<file path="config.mk">
export PLATFORM = sky130hd
export DESIGN_NAME = chip_select_mask_decode
export DESIGN_NICKNAME = d
export VERILOG_FILES = /design/src/pkg/cs_decode_pkg.sv /design/src/logic/bank_match.sv /design/src/logic/chip_select_mask_decode.sv
export SDC_FILE = /design/constraint.sdc
export NUM_CORES = 1
export LEC_CHECK = 0
export ABC_AREA = 1
export BUFFER_PORTS_ARGS = -buffer_cell sky130_fd_sc_hd__buf_2
export CELL_PAD_IN_SITES_DETAIL_PLACEMENT = 1
export CELL_PAD_IN_SITES_GLOBAL_PLACEMENT = 2
export CORE_ASPECT_RATIO = 0.9
export CORE_MARGIN = 5
export CORE_UTILIZATION = 30
export CTS_CLUSTER_DIAMETER = 200
export DETAILED_ROUTE_END_ITERATION = 12
export GPL_TIMING_DRIVEN = 0
export MAX_ROUTING_LAYER = met4
export PLACE_DENSITY_LB_ADDON = 0.1
export SYNTH_ARGS = -nofsm -noshare
export SYNTH_HDL_FRONTEND = slang
export SYNTH_HIERARCHICAL = 1
export SYNTH_SLANG_ARGS = --single-unit
</file>
<file path="constraint.sdc">
create_clock -name clk -period 18.2 [get_ports clk]
set_clock_uncertainty 0.15 [all_clocks]
set_input_delay 2.73 -clock clk [delete_from_list [all_inputs] [get_ports clk]]
set_output_delay 2.73 -clock clk [all_outputs]
set_load 0.1 [all_outputs]
</file>
<file path="src/pkg/cs_decode_pkg.sv">
// Constants, field layout and register map of the chip-select decode block
package cs_decode_pkg;
	// ------------------------------------------------------------
	// Register map (byte offsets on the plain register port)
	// ------------------------------------------------------------
	localparam int NUM_BANKS = 7;
	localparam int ADDR_W = 8;
	localparam logic [7:0] ORIGIN_BASE = 8'h80;
	localparam logic [7:0] BANK_STRIDE = 8'h0C;
	localparam logic [7:0] MASK_OFS = 8'h04;
	localparam logic [7:0] CONTROL_OFS = 8'h08;
	localparam logic [7:0] STATUS_OFS = 8'hE0;

	// ------------------------------------------------------------
	// Mask register fields
	// ------------------------------------------------------------
	localparam int IGN_LSB = 16;
	localparam int IGN_W = 16;
	localparam int WP_BIT = 8;
	localparam int AM_BIT = 6;
	localparam int CI_BIT = 5;
	localparam int SC_BIT = 4;
	localparam int SD_BIT = 3;
	localparam int UC_BIT = 2;
	localparam int UD_BIT = 1;
	localparam int VALID_BIT = 0;
	localparam logic [31:0] MASK_WR_BITS = 32'hFFFF_017F;
	localparam logic [31:0] MASK_RESET = 32'h0000_0000;

	// ------------------------------------------------------------
	// Origin and control register layout and reset values
	// ------------------------------------------------------------
	localparam int ORIGIN_LSB = 16;
	localparam logic [31:0] ORIGIN_RESET = 32'h0000_0000;
	localparam logic [15:0] CONTROL_WR_BITS = 16'h3DF8;
	localparam logic [15:0] CONTROL_RESET = 16'h0000;
	localparam logic [15:0] BOOT_CONTROL_RESET = 16'h3D80;

	// ------------------------------------------------------------
	// Access space codes presented with each access
	// ------------------------------------------------------------
	typedef enum logic [2:0] {
		SPACE_CPU = 3'h0,
		SPACE_SUP_CODE = 3'h1,
		SPACE_SUP_DATA = 3'h2,
		SPACE_USER_CODE = 3'h3,
		SPACE_USER_DATA = 3'h4
	} space_e;
endpackage

</file>
<file path="src/logic/bank_match.sv">
// One bank's address, space, protect and valid qualifier
`timescale 1ns/100ps
module bank_match
	import cs_decode_pkg::*;
#(
	parameter bit IS_BOOT = 1'b0
) (
	input wire logic [31:0] origin,
	input wire logic [31:0] mask,
	input wire logic [31:0] accAddr,
	input wire logic accWrite,
	input wire logic accDma,
	input wire logic [2:0] accSpace,
	input wire logic bootGlobal,
	output logic hit,
	output logic select
);
	logic [15:0] careBits;
	logic addrHit;
	logic spaceBlock;
	logic spaceFree;
	logic wpBlock;
	logic bankOn;

	// Address compare on upper bits, ignore bits drop out
	assign careBits = ~mask[IGN_LSB +: IGN_W];
	assign addrHit = ((accAddr[31:16] ^ origin[ORIGIN_LSB +: 16])
		& careBits) == 16'h0000;

	// Space block bit for this access type
	always_comb begin
		unique case (accSpace)
			SPACE_CPU: spaceBlock = mask[CI_BIT];
			SPACE_SUP_CODE: spaceBlock = mask[SC_BIT];
			SPACE_SUP_DATA: spaceBlock = mask[SD_BIT];
			SPACE_USER_CODE: spaceBlock = mask[UC_BIT];
			SPACE_USER_DATA: spaceBlock = mask[UD_BIT];
			default: spaceBlock = 1'b1;
		endcase
	end

	// DMA without other-master check skips code/data spaces
	assign spaceFree = (accDma && !mask[AM_BIT]
		&& accSpace != SPACE_CPU) || !spaceBlock;
	assign wpBlock = accWrite && mask[WP_BIT];
	assign bankOn = mask[VALID_BIT];

	assign hit = addrHit;
	// Boot bank answers globally until first made valid
	assign select = (IS_BOOT && bootGlobal)
		|| (addrHit && spaceFree && !wpBlock && bankOn);
endmodule

</file>
<file path="src/logic/chip_select_mask_decode.sv">
// Chip-select decode qualifier with its register file
//
// The placing of the registers and the strobed register port were chosen for this implementation.
`timescale 1ns/100ps
module chip_select_mask_decode
	import cs_decode_pkg::*;
#(
	parameter int BANKS = NUM_BANKS
) (
	input wire logic clk,
	input wire logic rst,
	input wire logic [ADDR_W-1:0] regAddr,
	input wire logic [31:0] regWdata,
	input wire logic regWrite,
	input wire logic regRead,
	output logic [31:0] regRdata,
	input wire logic accValid,
	input wire logic [31:0] accAddr,
	input wire logic accWrite,
	input wire logic accDma,
	input wire logic [2:0] accSpace,
	output logic [BANKS-1:0] bankSelect,
	output logic externalCycle,
	output logic [BANKS-1:0] bankControl0,
	output logic [15:0] selControl
);
	// ------------------------------------------------------------
	// Elaboration checks
	// ------------------------------------------------------------
	if (BANKS < 4 || BANKS > NUM_BANKS) begin : g_bad_banks
		$error("BANKS out of range");
	end

	// ------------------------------------------------------------
	// Register state
	// ------------------------------------------------------------
	logic [31:0] origin_q [BANKS];
	logic [31:0] origin_d [BANKS];
	logic [31:0] mask_q [BANKS];
	logic [31:0] mask_d [BANKS];
	logic [15:0] control_q [BANKS];
	logic [15:0] control_d [BANKS];
	logic bootGlobal_q;
	logic bootGlobal_d;
	logic [31:0] rdata_q;
	logic [31:0] rdata_d;
	logic [BANKS-1:0] sel_q;
	logic [BANKS-1:0] sel_d;
	logic ext_q;
	logic ext_d;
	logic [15:0] selCtl_q;
	logic [15:0] selCtl_d;
	logic [BANKS-1:0] hitRaw;
	logic [BANKS-1:0] selRaw;
	logic [BANKS-1:0] lastHit_q;
	logic [BANKS-1:0] lastHit_d;

	// Per-bank qualifiers
	for (genvar b = 0; b < BANKS; b++) begin : g_bank
		bank_match #(
			.IS_BOOT(b == 0)
		) u_match (
			.origin(origin_q[b]),
			.mask(mask_q[b]),
			.accAddr(accAddr),
			.accWrite(accWrite),
			.accDma(accDma),
			.accSpace(accSpace),
			.bootGlobal(bootGlobal_q),
			.hit(hitRaw[b]),
			.select(selRaw[b])
		);
	end

	// ------------------------------------------------------------
	// Register writes and boot global state
	// ------------------------------------------------------------
	// Next values of the bank registers on a write
	always_comb begin
		logic [7:0] base;
		base = 8'h00;
		bootGlobal_d = bootGlobal_q;
		for (int b = 0; b < BANKS; b++) begin
			base = ORIGIN_BASE + 8'(b) * BANK_STRIDE;
			origin_d[b] = origin_q[b];
			mask_d[b] = mask_q[b];
			control_d[b] = control_q[b];
			if (regWrite && regAddr == base) begin
				origin_d[b] = {regWdata[31:16], 16'h0000};
			end
			if (regWrite && regAddr == base + MASK_OFS) begin
				mask_d[b] = regWdata & MASK_WR_BITS;
				// Boot bank leaves global mode once validated
				if (b == 0 && regWdata[VALID_BIT]) begin
					bootGlobal_d = 1'b0;
				end
			end
			if (regWrite && regAddr == base + CONTROL_OFS) begin
				control_d[b] = regWdata[15:0] & CONTROL_WR_BITS;
			end
		end
	end

	// Bank registers, boot bank with its own control reset
	always_ff @(posedge clk or posedge rst) begin
		if (rst) begin
			for (int b = 0; b < BANKS; b++) begin
				origin_q[b] <= ORIGIN_RESET;
				mask_q[b] <= MASK_RESET;
				control_q[b] <= (b == 0) ? BOOT_CONTROL_RESET
					: CONTROL_RESET;
			end
			bootGlobal_q <= 1'b1;
		end else begin
			origin_q <= origin_d;
			mask_q <= mask_d;
			control_q <= control_d;
			bootGlobal_q <= bootGlobal_d;
		end
	end

	// ------------------------------------------------------------
	// Register reads, data one cycle after the strobe
	// ------------------------------------------------------------
	// Read mux, zero when no read strobe
	always_comb begin
		logic [7:0] base;
		base = 8'h00;
		rdata_d = 32'h0000_0000;
		if (regRead) begin
			for (int b = 0; b < BANKS; b++) begin
				base = ORIGIN_BASE + 8'(b) * BANK_STRIDE;
				if (regAddr == base) begin
					rdata_d = origin_q[b];
				end
				if (regAddr == base + MASK_OFS) begin
					rdata_d = mask_q[b];
				end
				if (regAddr == base + CONTROL_OFS) begin
					rdata_d = {16'h0000, control_q[b]};
				end
			end
			if (regAddr == STATUS_OFS) begin
				rdata_d = {15'h0000, bootGlobal_q, 16'(lastHit_q)};
			end
		end
	end

	// ------------------------------------------------------------
	// Decode outputs, registered one cycle after the access
	// ------------------------------------------------------------
	// Select decode, ordinary cycle when nothing selects
	always_comb begin
		sel_d = '0;
		ext_d = 1'b0;
		selCtl_d = 16'h0000;
		lastHit_d = lastHit_q;
		if (accValid) begin
			// Lowest numbered selecting bank wins
			for (int b = BANKS - 1; b >= 0; b--) begin
				if (selRaw[b]) begin
					sel_d = '0;
					sel_d[b] = 1'b1;
					selCtl_d = control_q[b];
				end
			end
			ext_d = (sel_d == '0);
			lastHit_d = hitRaw;
		end
	end

	// Output registers
	always_ff @(posedge clk or posedge rst) begin
		if (rst) begin
			rdata_q <= 32'h0000_0000;
			sel_q <= '0;
			ext_q <= 1'b0;
			selCtl_q <= 16'h0000;
			lastHit_q <= '0;
		end else begin
			rdata_q <= rdata_d;
			sel_q <= sel_d;
			ext_q <= ext_d;
			selCtl_q <= selCtl_d;
			lastHit_q <= lastHit_d;
		end
	end

	// Outputs straight from registers
	assign regRdata = rdata_q;
	assign bankSelect = sel_q;
	assign externalCycle = ext_q;
	assign selControl = selCtl_q;
	assign bankControl0 = BANKS'(control_q[0]);

	// ------------------------------------------------------------
	// Assertions
	// ------------------------------------------------------------
	a_wp_no_write: assert property (@(posedge clk) disable iff (rst)
		accValid && accWrite && mask_q[1][WP_BIT] && !bootGlobal_q
		|=> !bankSelect[1])
		else $error("protected bank selected on write");

	a_invalid_quiet: assert property (@(posedge clk) disable iff (rst)
		accValid && !mask_q[2][VALID_BIT] |=> !bankSelect[2])
		else $error("invalid bank selected");

	a_valid_reset: assert property (@(posedge clk)
		$fell(rst) |-> mask_q[3][VALID_BIT] == 1'b0)
		else $error("valid bit not cleared by reset");

	a_boot_global: assert property (@(posedge clk) disable iff (rst)
		accValid && bootGlobal_q |=> bankSelect[0] && !externalCycle)
		else $error("boot bank not global after reset");

	a_boot_ctrl: assert property (@(posedge clk)
		$fell(rst) |-> control_q[0] == BOOT_CONTROL_RESET)
		else $error("boot control reset wrong");

	a_one_hot: assert property (@(posedge clk) disable iff (rst)
		$onehot0(bankSelect) && (externalCycle -> bankSelect == '0))
		else $error("select not one-hot");

	a_ext_miss: assert property (@(posedge clk) disable iff (rst)
		accValid && selRaw == '0 |=> externalCycle)
		else $error("no external cycle on miss");

	a_addr_miss: assert property (@(posedge clk) disable iff (rst)
		accValid && !hitRaw[1] && !bootGlobal_q |=> !bankSelect[1])
		else $error("select without address match");

	a_read_ok: assert property (@(posedge clk) disable iff (rst)
		accValid && !accWrite && !bootGlobal_q && selRaw[0]
		|=> bankSelect[0])
		else $error("read blocked on selecting bank");

	a_wp_read_pass: assert property (@(posedge clk) disable iff (rst)
		accValid && !accWrite && mask_q[1][WP_BIT] && selRaw[1]
		&& !selRaw[0] |=> bankSelect[1])
		else $error("protected bank refused a read");

	a_open_write: assert property (@(posedge clk) disable iff (rst)
		accValid && accWrite && !accDma && !bootGlobal_q && !selRaw[0]
		&& hitRaw[1] && mask_q[1][VALID_BIT] && !mask_q[1][WP_BIT]
		&& accSpace == SPACE_USER_DATA && !mask_q[1][UD_BIT]
		|=> bankSelect[1])
		else $error("open bank refused a write");

	a_dma_space: assert property (@(posedge clk) disable iff (rst)
		accValid && accDma && !mask_q[1][AM_BIT] && !bootGlobal_q
		&& accSpace != SPACE_CPU && accSpace <= SPACE_USER_DATA
		&& hitRaw[1] && mask_q[1][VALID_BIT] && !selRaw[0]
		&& (!accWrite || !mask_q[1][WP_BIT]) |=> bankSelect[1])
		else $error("DMA access blocked by a code or data bit");

	a_cpu_block: assert property (@(posedge clk) disable iff (rst)
		accValid && accSpace == SPACE_CPU && mask_q[1][CI_BIT]
		|=> !bankSelect[1])
		else $error("CPU space access not blocked");

	a_user_block: assert property (@(posedge clk) disable iff (rst)
		accValid && !accDma && accSpace == SPACE_USER_DATA
		&& mask_q[1][UD_BIT] |=> !bankSelect[1])
		else $error("user data access not blocked");

	a_space_block: assert property (@(posedge clk) disable iff (rst)
		accValid && !accDma && accSpace == SPACE_SUP_CODE
		&& mask_q[1][SC_BIT] |=> !bankSelect[1])
		else $error("supervisor code access not blocked");

	a_bad_space: assert property (@(posedge clk) disable iff (rst)
		accValid && !accDma && !bootGlobal_q
		&& accSpace > SPACE_USER_DATA |=> externalCycle)
		else $error("unknown space code selected a bank");

	a_valid_needed: assert property (@(posedge clk) disable iff (rst)
		accValid && !mask_q[1][VALID_BIT] |=> !bankSelect[1])
		else $error("invalid bank one selected");

	a_invalid_three: assert property (@(posedge clk) disable iff (rst)
		accValid && !mask_q[3][VALID_BIT] |=> !bankSelect[3])
		else $error("invalid bank three selected");

	a_boot_leave: assert property (@(posedge clk) disable iff (rst)
		regWrite && regAddr == ORIGIN_BASE + MASK_OFS
		&& regWdata[VALID_BIT] |=> !bootGlobal_q)
		else $error("boot bank kept global after validation");

	a_boot_stay: assert property (@(posedge clk) disable iff (rst)
		bootGlobal_q && !(regWrite && regAddr == ORIGIN_BASE + MASK_OFS
		&& regWdata[VALID_BIT]) |=> bootGlobal_q)
		else $error("boot bank left global mode early");

	a_global_reset: assert property (@(posedge clk)
		$fell(rst) |-> bootGlobal_q)
		else $error("global mode not set by reset");

	a_out_reset: assert property (@(posedge clk)
		$fell(rst) |-> bankSelect == '0 && !externalCycle
		&& regRdata == 32'h0000_0000)
		else $error("outputs not quiet after reset");

	a_mask_reset: assert property (@(posedge clk)
		$fell(rst) |-> !mask_q[0][VALID_BIT] && !mask_q[1][VALID_BIT]
		&& !mask_q[2][VALID_BIT])
		else $error("valid bits not cleared by reset");

	a_ctrl_reset: assert property (@(posedge clk)
		$fell(rst) |-> control_q[1] == CONTROL_RESET)
		else $error("bank control reset wrong");

	a_mask_write: assert property (@(posedge clk) disable iff (rst)
		regWrite && regAddr == ORIGIN_BASE + BANK_STRIDE + MASK_OFS
		|=> mask_q[1] == ($past(regWdata) & MASK_WR_BITS))
		else $error("mask write not stored");

	a_origin_write: assert property (@(posedge clk) disable iff (rst)
		regWrite && regAddr == ORIGIN_BASE
		|=> origin_q[0] == ($past(regWdata) & 32'hFFFF_0000))
		else $error("origin write not stored");

	a_mask_read: assert property (@(posedge clk) disable iff (rst)
		regRead && regAddr == ORIGIN_BASE + MASK_OFS
		|=> regRdata == $past(mask_q[0]))
		else $error("mask read data wrong");

	a_sel_control: assert property (@(posedge clk) disable iff (rst)
		accValid && bootGlobal_q |=> selControl == $past(control_q[0]))
		else $error("boot control not presented");

	a_idle_quiet: assert property (@(posedge clk) disable iff (rst)
		!accValid |=> bankSelect == '0 && !externalCycle)
		else $error("select without an access");

	a_miss_all: assert property (@(posedge clk) disable iff (rst)
		accValid && !bootGlobal_q && hitRaw == '0 |=> externalCycle)
		else $error("miss without ordinary cycle");

	a_size_limit: assert property (@(posedge clk) disable iff (rst)
		accValid && mask_q[1][IGN_LSB +: IGN_W] == 16'h0003
		&& accAddr[31:18] != origin_q[1][31:18] |=> !bankSelect[1])
		else $error("select outside bank size");
endmodule

</file>
==> results.py, run 1 <==
metrics = {
    "grt": {
        "grt_pass1_wl_um": 132000,
        "grt_max_degree": 122,
        "grt-ovfl-total": 0,
        "grtUsageTotal_pct": 22.8,
        "grt_antenna_before_repair": 3,
        "grt_pass1_vias": 20600,
    },
    "worst_setup_path": {
        "cpMaxStageDelayCell": "a221oi_1",
        "critical-path-max-stage-delay_ns": 0.66,
        "rr_worst_depth": 13,
        "crit_fanout": 14,
        "critPathKind": "in -> reg",
        "crit_arrival_ns": 5.64,
        "cp.depth": 15,
        "worstPathRequired_ns": 18.52,
        "path_cells": "buf_2 -> nand2_1 -> nand2_1 -> nor2_1 -> nor2_1 -> nand2_1 -> nor2_1 -> nand2_1 -> nor2_2 -> nor2_1 -> clkbuf_1 -> a221oi_1 -> nor2_1 -> a21oi_1 -> a21oi_1",
        "crit_path_frequent_cell": "nor2_1",
        "cp-start-kind": "primary input",
        "crit_family": "simple AND/OR/NAND/NOR gates",
        "end_kind": "register",
        "crit_buf_inv": 2,
    },
    "run_status": {
        "outcome": "finished clean",
    },
    "logic_synthesis": {
        "netlist_instances": 3051,
        "avgSynthCellArea_um2": 7.11,
        "synth-seq-area-share_pct": 46.8,
        "synth.distinct_cells": 40,
        "async_flop_share_pct": 100,
        "netlist_area_um2": 21700,
        "synth-main-ff-cell": "dfrtp_1",
        "synth_warnings": 6,
        "synth_edf_count": 0,
        "ys_ff_latch": 405,
    },
    "drt": {
        "firstDrtPassIters": 5,
        "ant_nets": 0,
        "wire_per_inst_um": 20.7,
        "via_per_inst": 4.79,
        "drtIter0Drc": 1398,
        "vias": 20300,
        "drt_wl_total_um": 87400,
        "drc": 0,
    },
    "power": {
        "power_uw": 2230,
        "p_leak_uw": 0.0123,
        "powerDensity_nw_per_um2": 88.1,
        "ir_drop_v": 0.0000575,
    },
    "cts": {
        "postCtsSetupRepairBufs": 0,
        "cts_tree": "built",
        "cts_made_buffers": 51,
        "cts_root_buf": "clkbuf_16",
        "postCtsHoldBufs": 0,
        "cts.sinks": 405,
        "cts.repair.resized": 0,
        "clock_path_buffers": 3,
        "clk_pin_slew_ns": 0.06,
        "clock_latency_ns": 0.61,
        "htree_levels": 2,
    },
    "timing": {
        "rsz0062_at_grt": "false",
        "finalHoldViolations": 0,
        "post-route-min-period_ns": 5.32,
        "finalWorstSetupSlack_ns": 12.88,
        "timing.fmax_mhz": 188,
        "setup_viol": 0,
        "final_max_slew_viol_count": 0,
        "slew_headroom_pct": 13.1,
        "worstMarginPinSlew_ns": 1.30,
        "fin_crit_sh_pct": 29.2,
    },
    "flow_run": {
        "drv_cap": 0,
    },
    "placement": {
        "port_buffers": 113,
        "place_congestion": 0.857,
        "detailed_place.area_um2": 23600,
        "post-place-ws_ns": 12.40,
        "hpwl_um": 68100,
    },
    "worst_hold_path": {
        "hold_path.class": "reg -> reg",
        "hold_depth": 2,
    },
    "final_layout": {
        "areaGrowthSynthToFinish_pct": 16.7,
        "num-fill-cells": 9020,
        "final_cell_mix": "nand2_1, dfrtp_1, inv_1, o21ai_0, nor2_1",
        "layout_commonest_cell": "nand2_1",
        "layout-drive-gt1-share_pct": 11.1,
        "num-nets-final": 3313,
        "final_area_um2": 25300,
    },
    "die": {
        "die_y_um": 265,
        "die-area_um2": 77800,
        "pin_count": 145,
        "placementRows": 93,
        "start_util_pct": 30.3,
        "core_um2": 71700,
        "dieWidth_um": 293,
    },
}
[registers in the layout, summed over array words and instances (netlist names)]
signal and cells:
bankControl0 4, bankSelect 7, bootGlobal_q 1, control_q 66, externalCycle 1, lastHit_q 7
mask_q 168, origin_q 112, regRdata 29, selControl 10
[power by group]
| group | switching (uW) | internal (uW) | total [uW] |
|---|---|---|---|
| combinational | 144 | 52.7 | 197 |
| sequential | 35.3 | 939 | 974 |
| clock | 423 | 637 | 1060 |
[worst reg2reg max path, cell delays in order (launching register included)]
cell,delay [ns]
dfrtp_1,0.41
nor2_1,0.11
nor2_1,0.06
nor2_1,0.12
nand2_1,0.12
nor2_1,0.12
nand2_1,0.19
nor2_2,0.24
nor2_1,0.09
clkbuf_1,0.30
a221oi_1,0.66
nor2_1,0.15
a21oi_1,0.27
a21oi_1,0.11
[Yosys cell counts (all sizes together), types with 2 or more instances]
cell | n | area (um^2)
nand3b | 9 | 67.6
dfrtp | 398 | 9960
nand3 | 159 | 801
nor2 | 275 | 1170
a211oi | 3 | 22.5
clkbuf | 89 | 334
nor4 | 2 | 12.5
buf | 72 | 438
dfstp | 7 | 184
o221ai | 10 | 87.6
clkinv | 2 | 7.51
nor3 | 4 | 47.5
nand4 | 46 | 288
a221oi | 13 | 114
or2 | 52 | 325
inv | 417 | 1570
o21ai | 406 | 2030
a21oi | 83 | 415
o211ai | 3 | 22.5
nand2 | 997 | 3770
[final cells by class]
cell class              count  area [um^2]  share of cell area, %
well taps                 950         1190                   4.69
flip-flops and latches    405        10100                   40.1
repair buffers            116          648                   2.56
multi-input cells        2077         9240                   36.5
diodes                      5         12.5                 0.0494
inverters                 419         1580                   6.25
plain buffers             161          772                   3.05
clock inverters            14          148                  0.583
clock buffers              79         1580                   6.26
[routing by layer]
metal	track usage [%]	part of all wire [%]	vias to the layer above
met5	-	0	-
met4	4.49	1.9	0
met3	2.85	4.5	97
met2	32.1	42	330
met1	35.1	52	9952
li1	-	-	9879
[through the flow]
stage	TNS [ns]	util [%]	hold WS [ns]	instances
final	0	35.3	0.329	4226
after global routing	0	35.3	0.355	4223
after floorplan	0	-	0.292	3062
after CTS	0	35.3	0.327	4221
after detailed placement	0	32.9	0.312	4128
after global placement	-594.13	32.8	0.314	4125
[worst paths after layout]
check	startpoint	endpoint	slack [ns]
max	accAddr[20]	selControl[6]	12.88
min	lastHit_q[2]	lastHit_q[2]	0.33
max reg2reg	origin_q[52]	selControl[6]	14.98
min reg2reg	lastHit_q[2]	lastHit_q[2]	0.33
max in group asynchronous	rst	control_q[91]	14.29
min in group asynchronous	rst	regRdata[19]	1.98
[cells by family (layout without fill, tap and decap cells)]
| logic type | count (synthesis) | count (layout) | share of synthesized area, % |
|---|---|---|---|
| other | 1 | 17 | 0.0173 |
| buffers and inverters | 580 | 789 | 10.8 |
| and+or+nand+nor | 1545 | 1545 | 29.9 |
| DFF | 405 | 405 | 46.8 |
| AOI/OAI and AO/OA | 520 | 520 | 12.5 |
(Power assumes the default switching activity.)
==> run 2: changes to the inputs <==
clock period = 5.6 ns   (was 18.2 ns; I/O delays follow)
==> run 2 against run 1 <==
Against the previous run:
- clock power rose to 3.3 times the previous value
- worst setup slack lost 11 ns
- power grew to 3.3 times the previous value
- cell count increased by 0.17%
- sequential power rose to 3.3 times the previous value
- via count hardly changed
- die area unchanged
- sequential share of layout area shrank 0.31 points
==> results.py, run 2 (synthesis gave the netlist of run 1 again) <==
metrics = {
    "timing": {
        "whs_ns": 0.344,
        "fin_crit_sh_pct": 60.2,
        "rsz0062_at_grt": "false",
        "finalWorstSetupSlack_ns": 2.23,
        "post-route-min-period_ns": 3.37,
        "final_max_slew_viol_count": 0,
        "finalHoldViolations": 0,
        "setup_viol": 0,
        "slew_headroom_pct": 8.29,
        "worstMarginPinSlew_ns": 1.38,
        "timing.fmax_mhz": 297,
    },
    "power": {
        "p_sw_share_pct": 26.5,
        "combPwrFrac_pct": 8.9,
        "power_switching_uw": 1940,
        "seq_power_share_pct": 43.2,
        "powerDensity_nw_per_um2": 287,
        "p_int_uw": 5390,
        "power_uw": 7330,
        "power_frac_clock_pct": 47.9,
        "ir_drop_v": 0.000178,
        "p_leak_uw": 0.0124,
    },
    "worst_setup_path": {
        "rr_worst_depth": 13,
        "worstPathRequired_ns": 5.91,
        "crit_arrival_ns": 3.68,
        "reg2reg_to": "selControl[7]",
        "crit_fanout": 14,
        "rrSetupSlack_ns": 2.43,
        "rr_startpoint": "origin_q[52]",
        "critPathKind": "in -> reg",
        "end_kind": "register",
        "cp-start-kind": "primary input",
    },
    "cts": {
        "clk_pin_slew_ns": 0.06,
        "cts.sinks": 405,
        "cts.repair.resized": 0,
        "cts_root_buf": "clkbuf_16",
        "postCtsSetupRepairBufs": 0,
        "cts_made_buffers": 51,
        "postCtsHoldBufs": 1,
        "clock_latency_ns": 0.60,
        "htree_levels": 2,
        "cts_tree": "built",
        "clock_path_buffers": 3,
    },
    "final_layout": {
        "areaGrowthSynthToFinish_pct": 17.6,
        "multi_input_area_um2": 9240,
        "regMostFlops": "mask_q",
        "layout-drive-gt1-share_pct": 11.2,
        "num-nets-final": 3323,
        "layout.cells.non_filler": 4233,
        "num-fill-cells": 8997,
        "layout_commonest_cell": "nand2_1",
        "regArea_um2": 10100,
        "reg.largest.list": "mask_q x168, origin_q x112, control_q x66",
        "final_cell_mix": "nand2_1, dfrtp_1, inv_1, o21ai_0, nor2_1",
        "largest_reg_flops": 168,
    },
    "grt": {
        "grt_max_degree": 41,
        "grt_pass1_wl_um": 131000,
        "grt_pass1_vias": 20600,
        "grtUsageTotal_pct": 22.7,
        "grt_antenna_before_repair": 2,
        "grt-ovfl-total": 0,
    },
    "placement": {
        "post-place-ws_ns": 1.72,
        "place_congestion": 0.863,
        "hpwl_um": 68900,
        "dp.cells": 4137,
        "port_buffers": 113,
    },
    "flow_run": {
        "drv_cap": 0,
    },
    "die": {
        "die-area_um2": 77800,
        "die_y_um": 265,
        "placementRows": 93,
        "dieWidth_um": 293,
        "core_um2": 71700,
        "start_util_pct": 30.3,
        "pin_count": 145,
    },
    "drt": {
        "drc": 0,
        "vias": 20200,
        "drtIter0Drc": 1206,
        "drt_wl_total_um": 87000,
        "wire_per_inst_um": 20.5,
        "firstDrtPassIters": 5,
        "via_per_inst": 4.78,
        "ant_nets": 0,
    },
    "worst_hold_path": {
        "hold_start": "lastHit_q[2]",
        "hold_path.class": "reg -> reg",
        "hold_depth": 2,
        "min_to": "lastHit_q[2]",
    },
    "run_status": {
        "outcome": "finished clean",
    },
}
==> run 2: changes by cell type in the layout (fill, tap and decap cells not counted), sizes merged <==
| cell | change |
|---|---|
| clkbuf | +4 |
| buf | +9 |
| bufinv | +2 |
| inv | -1 |
| diode | -2 |
| dlygate4sd3 | +1 |
| clkinv | -7 |
| clkinvlp | +1 |
==> run 2: how the worst max path moves through the flow <==
stage | from | endpoint | slack [ns] | cells after the start
final | accAddr[21] | selControl[7] | 2.23 | 15
after global routing | accAddr[21] | selControl[4] | 2.06 | 15
after CTS | accAddr[20] | selControl[4] | 2.35 | 15
after detailed placement | accAddr[20] | selControl[4] | 1.72 | 15
after global placement | rst | bankControl0[4] | -3.83 | 2
after floorplan | rst | bankControl0[3] | -0.84 | 1
==> run 2: stage by stage <==
stage | util [%] | TNS (ns) | cell area, um^2
3_5_place_dp | 33.1 | 0 | 23700
6_report | 35.6 | 0 | 25500
4_1_cts | 35.6 | 0 | 25500
3_3_place_gp | 32.8 | -1501.12 | 23500
2_1_floorplan | - | -334.32 | 21700
5_1_grt | 35.6 | 0 | 25500
==> run 2: power groups by stage <==
stage               Combinational, uW  Sequential (uW)  Clock [uW]
finish                            655             3170        3510
CTS                               662             3160        3600
floorplan                         399             3190           0
global placement                  615             3210           0
detailed placement                658             3220           0
global route                      740             3180        3710
==> run 2: layer usage <==
layer	vias to the layer above	wire length [um]	GRT usage [%]
met5	-	0	-
met4	0	1400	4.20
met3	80	3550	2.73
met2	309	36400	32.6
met1	9971	45600	34.7
li1	9881	-	-
==> run 2: critical path, stage by stage <==
cell      delay, ns
buf_2          0.33
nand2_1        0.09
nand2_1        0.07
nor2_1         0.04
nor2_1         0.11
nand2_1        0.11
nor2_1         0.12
nand2_1        0.19
nor2_2         0.23
nor2_1         0.09
clkbuf_1       0.29
a221oi_1       0.68
nor2_1         0.17
a21oi_1        0.22
a21oi_1        0.09
==> run 2: final cells by class <==
| cell class | instances | share of cell area (%) |
|---|---|---|
| multi-input combinational | 2077 | 36.2 |
| timing repair buffer | 126 | 3.23 |
| clock buffer | 83 | 6.23 |
| clock inverter | 9 | 0.677 |
| antenna | 3 | 0.0294 |
| tap | 950 | 4.66 |
| sequential | 405 | 39.8 |
| buffer | 161 | 3.03 |
| inverter | 419 | 6.19 |
==> run 3: changes to the inputs <==
ABC_AREA = 0   (was 1)
clock period = 3.1 ns   (was 5.6 ns; I/O delays follow)
==> run 3 against run 2 <==
Against the previous run:
- the flow now finishes with violations (setup timing)
- first-iteration DRC count increased by 32%
- via count decreased by 7.5%
- sequential cell count unchanged
- sequential power increased by 81%
- hold slack got worse by 0.31 ns
- clock-buffer cell count decreased by 9
- utilization increased by 0.61 points
==> results.py, run 3 <==
metrics = {
    "run_status": {
        "violations": "setup timing",
        "outcome": "complete, but fails checks",
    },
    "drt": {
        "drtIter0Drc": 1586,
        "firstDrtPassIters": 5,
        "drt_wl_total_um": 106000,
        "ant_nets": 0,
        "via_per_inst": 5.75,
        "drc": 0,
        "vias": 18700,
        "wire_per_inst_um": 32.5,
    },
    "grt": {
        "grt_pass1_vias": 19100,
        "grt_pass1_wl_um": 150000,
        "grt_antenna_before_repair": 7,
        "grt_max_degree": 41,
        "grtUsageTotal_pct": 27.2,
        "grt-ovfl-total": 0,
    },
    "power": {
        "powerDensity_nw_per_um2": 517,
        "p_leak_uw": 0.0117,
        "ir_drop_v": 0.000352,
    },
    "final_layout": {
        "final_cell_mix": "dfrtp_1, mux2_2, buf_2, a21oi_1, xnor2_1",
        "multi_input_area_um2": 11300,
        "layout_commonest_cell": "dfrtp_1",
        "reg.largest.list": "mask_q x168, origin_q x112, control_q x66",
        "areaGrowthSynthToFinish_pct": 19.9,
        "regArea_um2": 10100,
        "layout-drive-gt1-share_pct": 29.6,
        "fin_util_pct": 36.2,
        "num-fill-cells": 8109,
        "regMostFlops": "mask_q",
        "num-nets-final": 2338,
        "largest_reg_flops": 168,
    },
    "logic_synthesis": {
        "synth_top_family_by_area": "multiplexers",
        "avgSynthCellArea_um2": 10.8,
        "synth-seq-area-share_pct": 46.1,
        "synth-compound-area-share_pct": 16.1,
        "yosys.area.top_type": "dfrtp_1",
        "netlist_instances": 2045,
        "synthAdderAreaFrac_pct": 0,
        "netlist_area_um2": 22000,
        "async_flop_share_pct": 100,
        "synth_xor_area_share_pct": 4.50,
        "synth-main-ff-cell": "dfrtp_1",
        "synth-simple-area-share_pct": 10.5,
        "synth_area_leaders": "dfrtp_1, mux2_2, xnor2_1, mux2_1, o22ai_1",
        "synthTopCellsByCount": "dfrtp_1, mux2_2, a21oi_1",
        "synth.distinct_cells": 84,
        "ys_ff_latch": 405,
        "synth_warnings": 6,
        "synth_top_area_share_pct": 45.2,
        "synthMuxAreaShare_pct": 18.6,
        "yosysMostFrequentCell": "dfrtp_1",
        "synth_edf_count": 0,
    },
    "cts": {
        "clock_latency_ns": 0.63,
        "cts_tree": "built",
        "cts_made_buffers": 51,
        "clk_pin_slew_ns": 0.05,
        "htree_levels": 2,
        "cts.sinks": 405,
        "clock_path_buffers": 3,
        "cts_root_buf": "clkbuf_16",
    },
    "timing": {
        "slew_headroom_pct": 23.7,
        "finalWorstSetupSlack_ns": -0.0700,
        "post-route-min-period_ns": 3.17,
        "timing.fmax_mhz": 315,
        "finalHoldViolations": 0,
        "rsz0062_at_grt": "true",
        "setup_viol": 3,
        "fin_crit_sh_pct": 102,
        "final_max_slew_viol_count": 0,
        "worstMarginPinSlew_ns": 1.14,
    },
    "worst_setup_path": {
        "crit_arrival_ns": 3.45,
        "critPathKind": "in -> reg",
        "cp-start-kind": "primary input",
        "crit_fanout": 10,
        "end_kind": "register",
        "worstPathRequired_ns": 3.38,
    },
    "worst_hold_path": {
        "hold_path.class": "in -> reg",
    },
    "placement": {
        "post-place-ws_ns": -1.44,
        "hpwl_um": 83300,
        "port_buffers": 112,
        "place_congestion": 0.923,
    },
    "die": {
        "pin_count": 145,
        "start_util_pct": 30.2,
        "dieWidth_um": 296,
        "die_y_um": 267,
        "die-area_um2": 78900,
        "placementRows": 94,
        "core_um2": 72900,
    },
    "flow_run": {
        "drv_cap": 0,
    },
}
[run 3: layout make-up]
cell class | instances | area share, %
sequential | 405 | 38.4
inverter | 35 | 0.512
antenna | 2 | 0.0190
multi-input combinational | 1446 | 42.7
timing repair buffer | 148 | 3.79
clock buffer | 74 | 5.88
clock inverter | 20 | 0.848
tap | 960 | 4.55
buffer | 169 | 3.31
[run 3: power breakdown]
group / internal, uW / switching [uW] / leakage (uW)
combinational: 527 / 1070 / 0.00521
clock: 3730 / 2570 / 0.000883
sequential: 5510 / 230 / 0.00557
[run 3: critical path, cell delays in order]
cell,delay [ns]
buf_2,0.15
buf_4,0.23
nand4b_1,0.63
nor2_2,0.64
buf_2,0.42
o2bb2ai_1,0.18
a31oi_1,0.10
nor3_1,0.60
[run 3: path summary, 6_finish.rpt]
kind / cells past startpoint / to / start / slack, ns
worst max-delay path: 8 / regRdata[28] / regAddr[5] / -0.07
worst min-delay path: 2 / mask_q[98] / regWdata[2] / 0.03
worst max register to register: 8 / bankSelect[6] / origin_q[215] / 0.05
worst min register to register: 1 / control_q[42] / control_q[42] / 0.35
max in group asynchronous: 9 / control_q[108] / rst / 0.63
min in group asynchronous: 3 / regRdata[29] / rst / 0.21
[run 3: timing repair]
| item | in CTS | in global routing |
|---|---|---|
| hold buffers | 13 | 0 |
| hold endpoints to repair | 112 | 0 |
| setup endpoints to repair | 50 | 38 |
| gates resized for setup | 60 | 56 |
| buffers inserted | 10 | 1 |
| cloned | 1 | 0 |
| pin swaps | 6 | 4 |
[run 3: cells by family after synthesis]
logic type      after synthesis
xor+xnor                    113
mux                         365
flops                       405
buf+inv                     205
simple gates                416
other cells                   1
compound gates              540
[run 3: per-stage QoR]
step / TNS (ns) / instances / power [uW] / cell area (um^2) / hold WS, ns
floorplan: -1190.31 / 2056 / 6660 / 22100 / 0.298
global placement: -2455.87 / 3128 / 7310 / 23800 / 0.337
detailed placement: -113.82 / 3139 / 7370 / 24000 / 0.291
CTS: 0 / 3256 / 13800 / 26300 / 0.00592
global route: -0.0101 / 3257 / 14100 / 26400 / 0.0153
finish: -0.0767 / 3259 / 13600 / 26400 / 0.0341
[run 3: layer usage]
metal	wire length, um	global-route usage (%)	share of wire, %	vias up
li1	-	-	-	8011
met1	52400	41.1	50	10000
met2	44900	38.9	42	597
met3	6060	3.69	5.7	118
met4	2450	6.01	2.3	0
met5	0	-	0	-
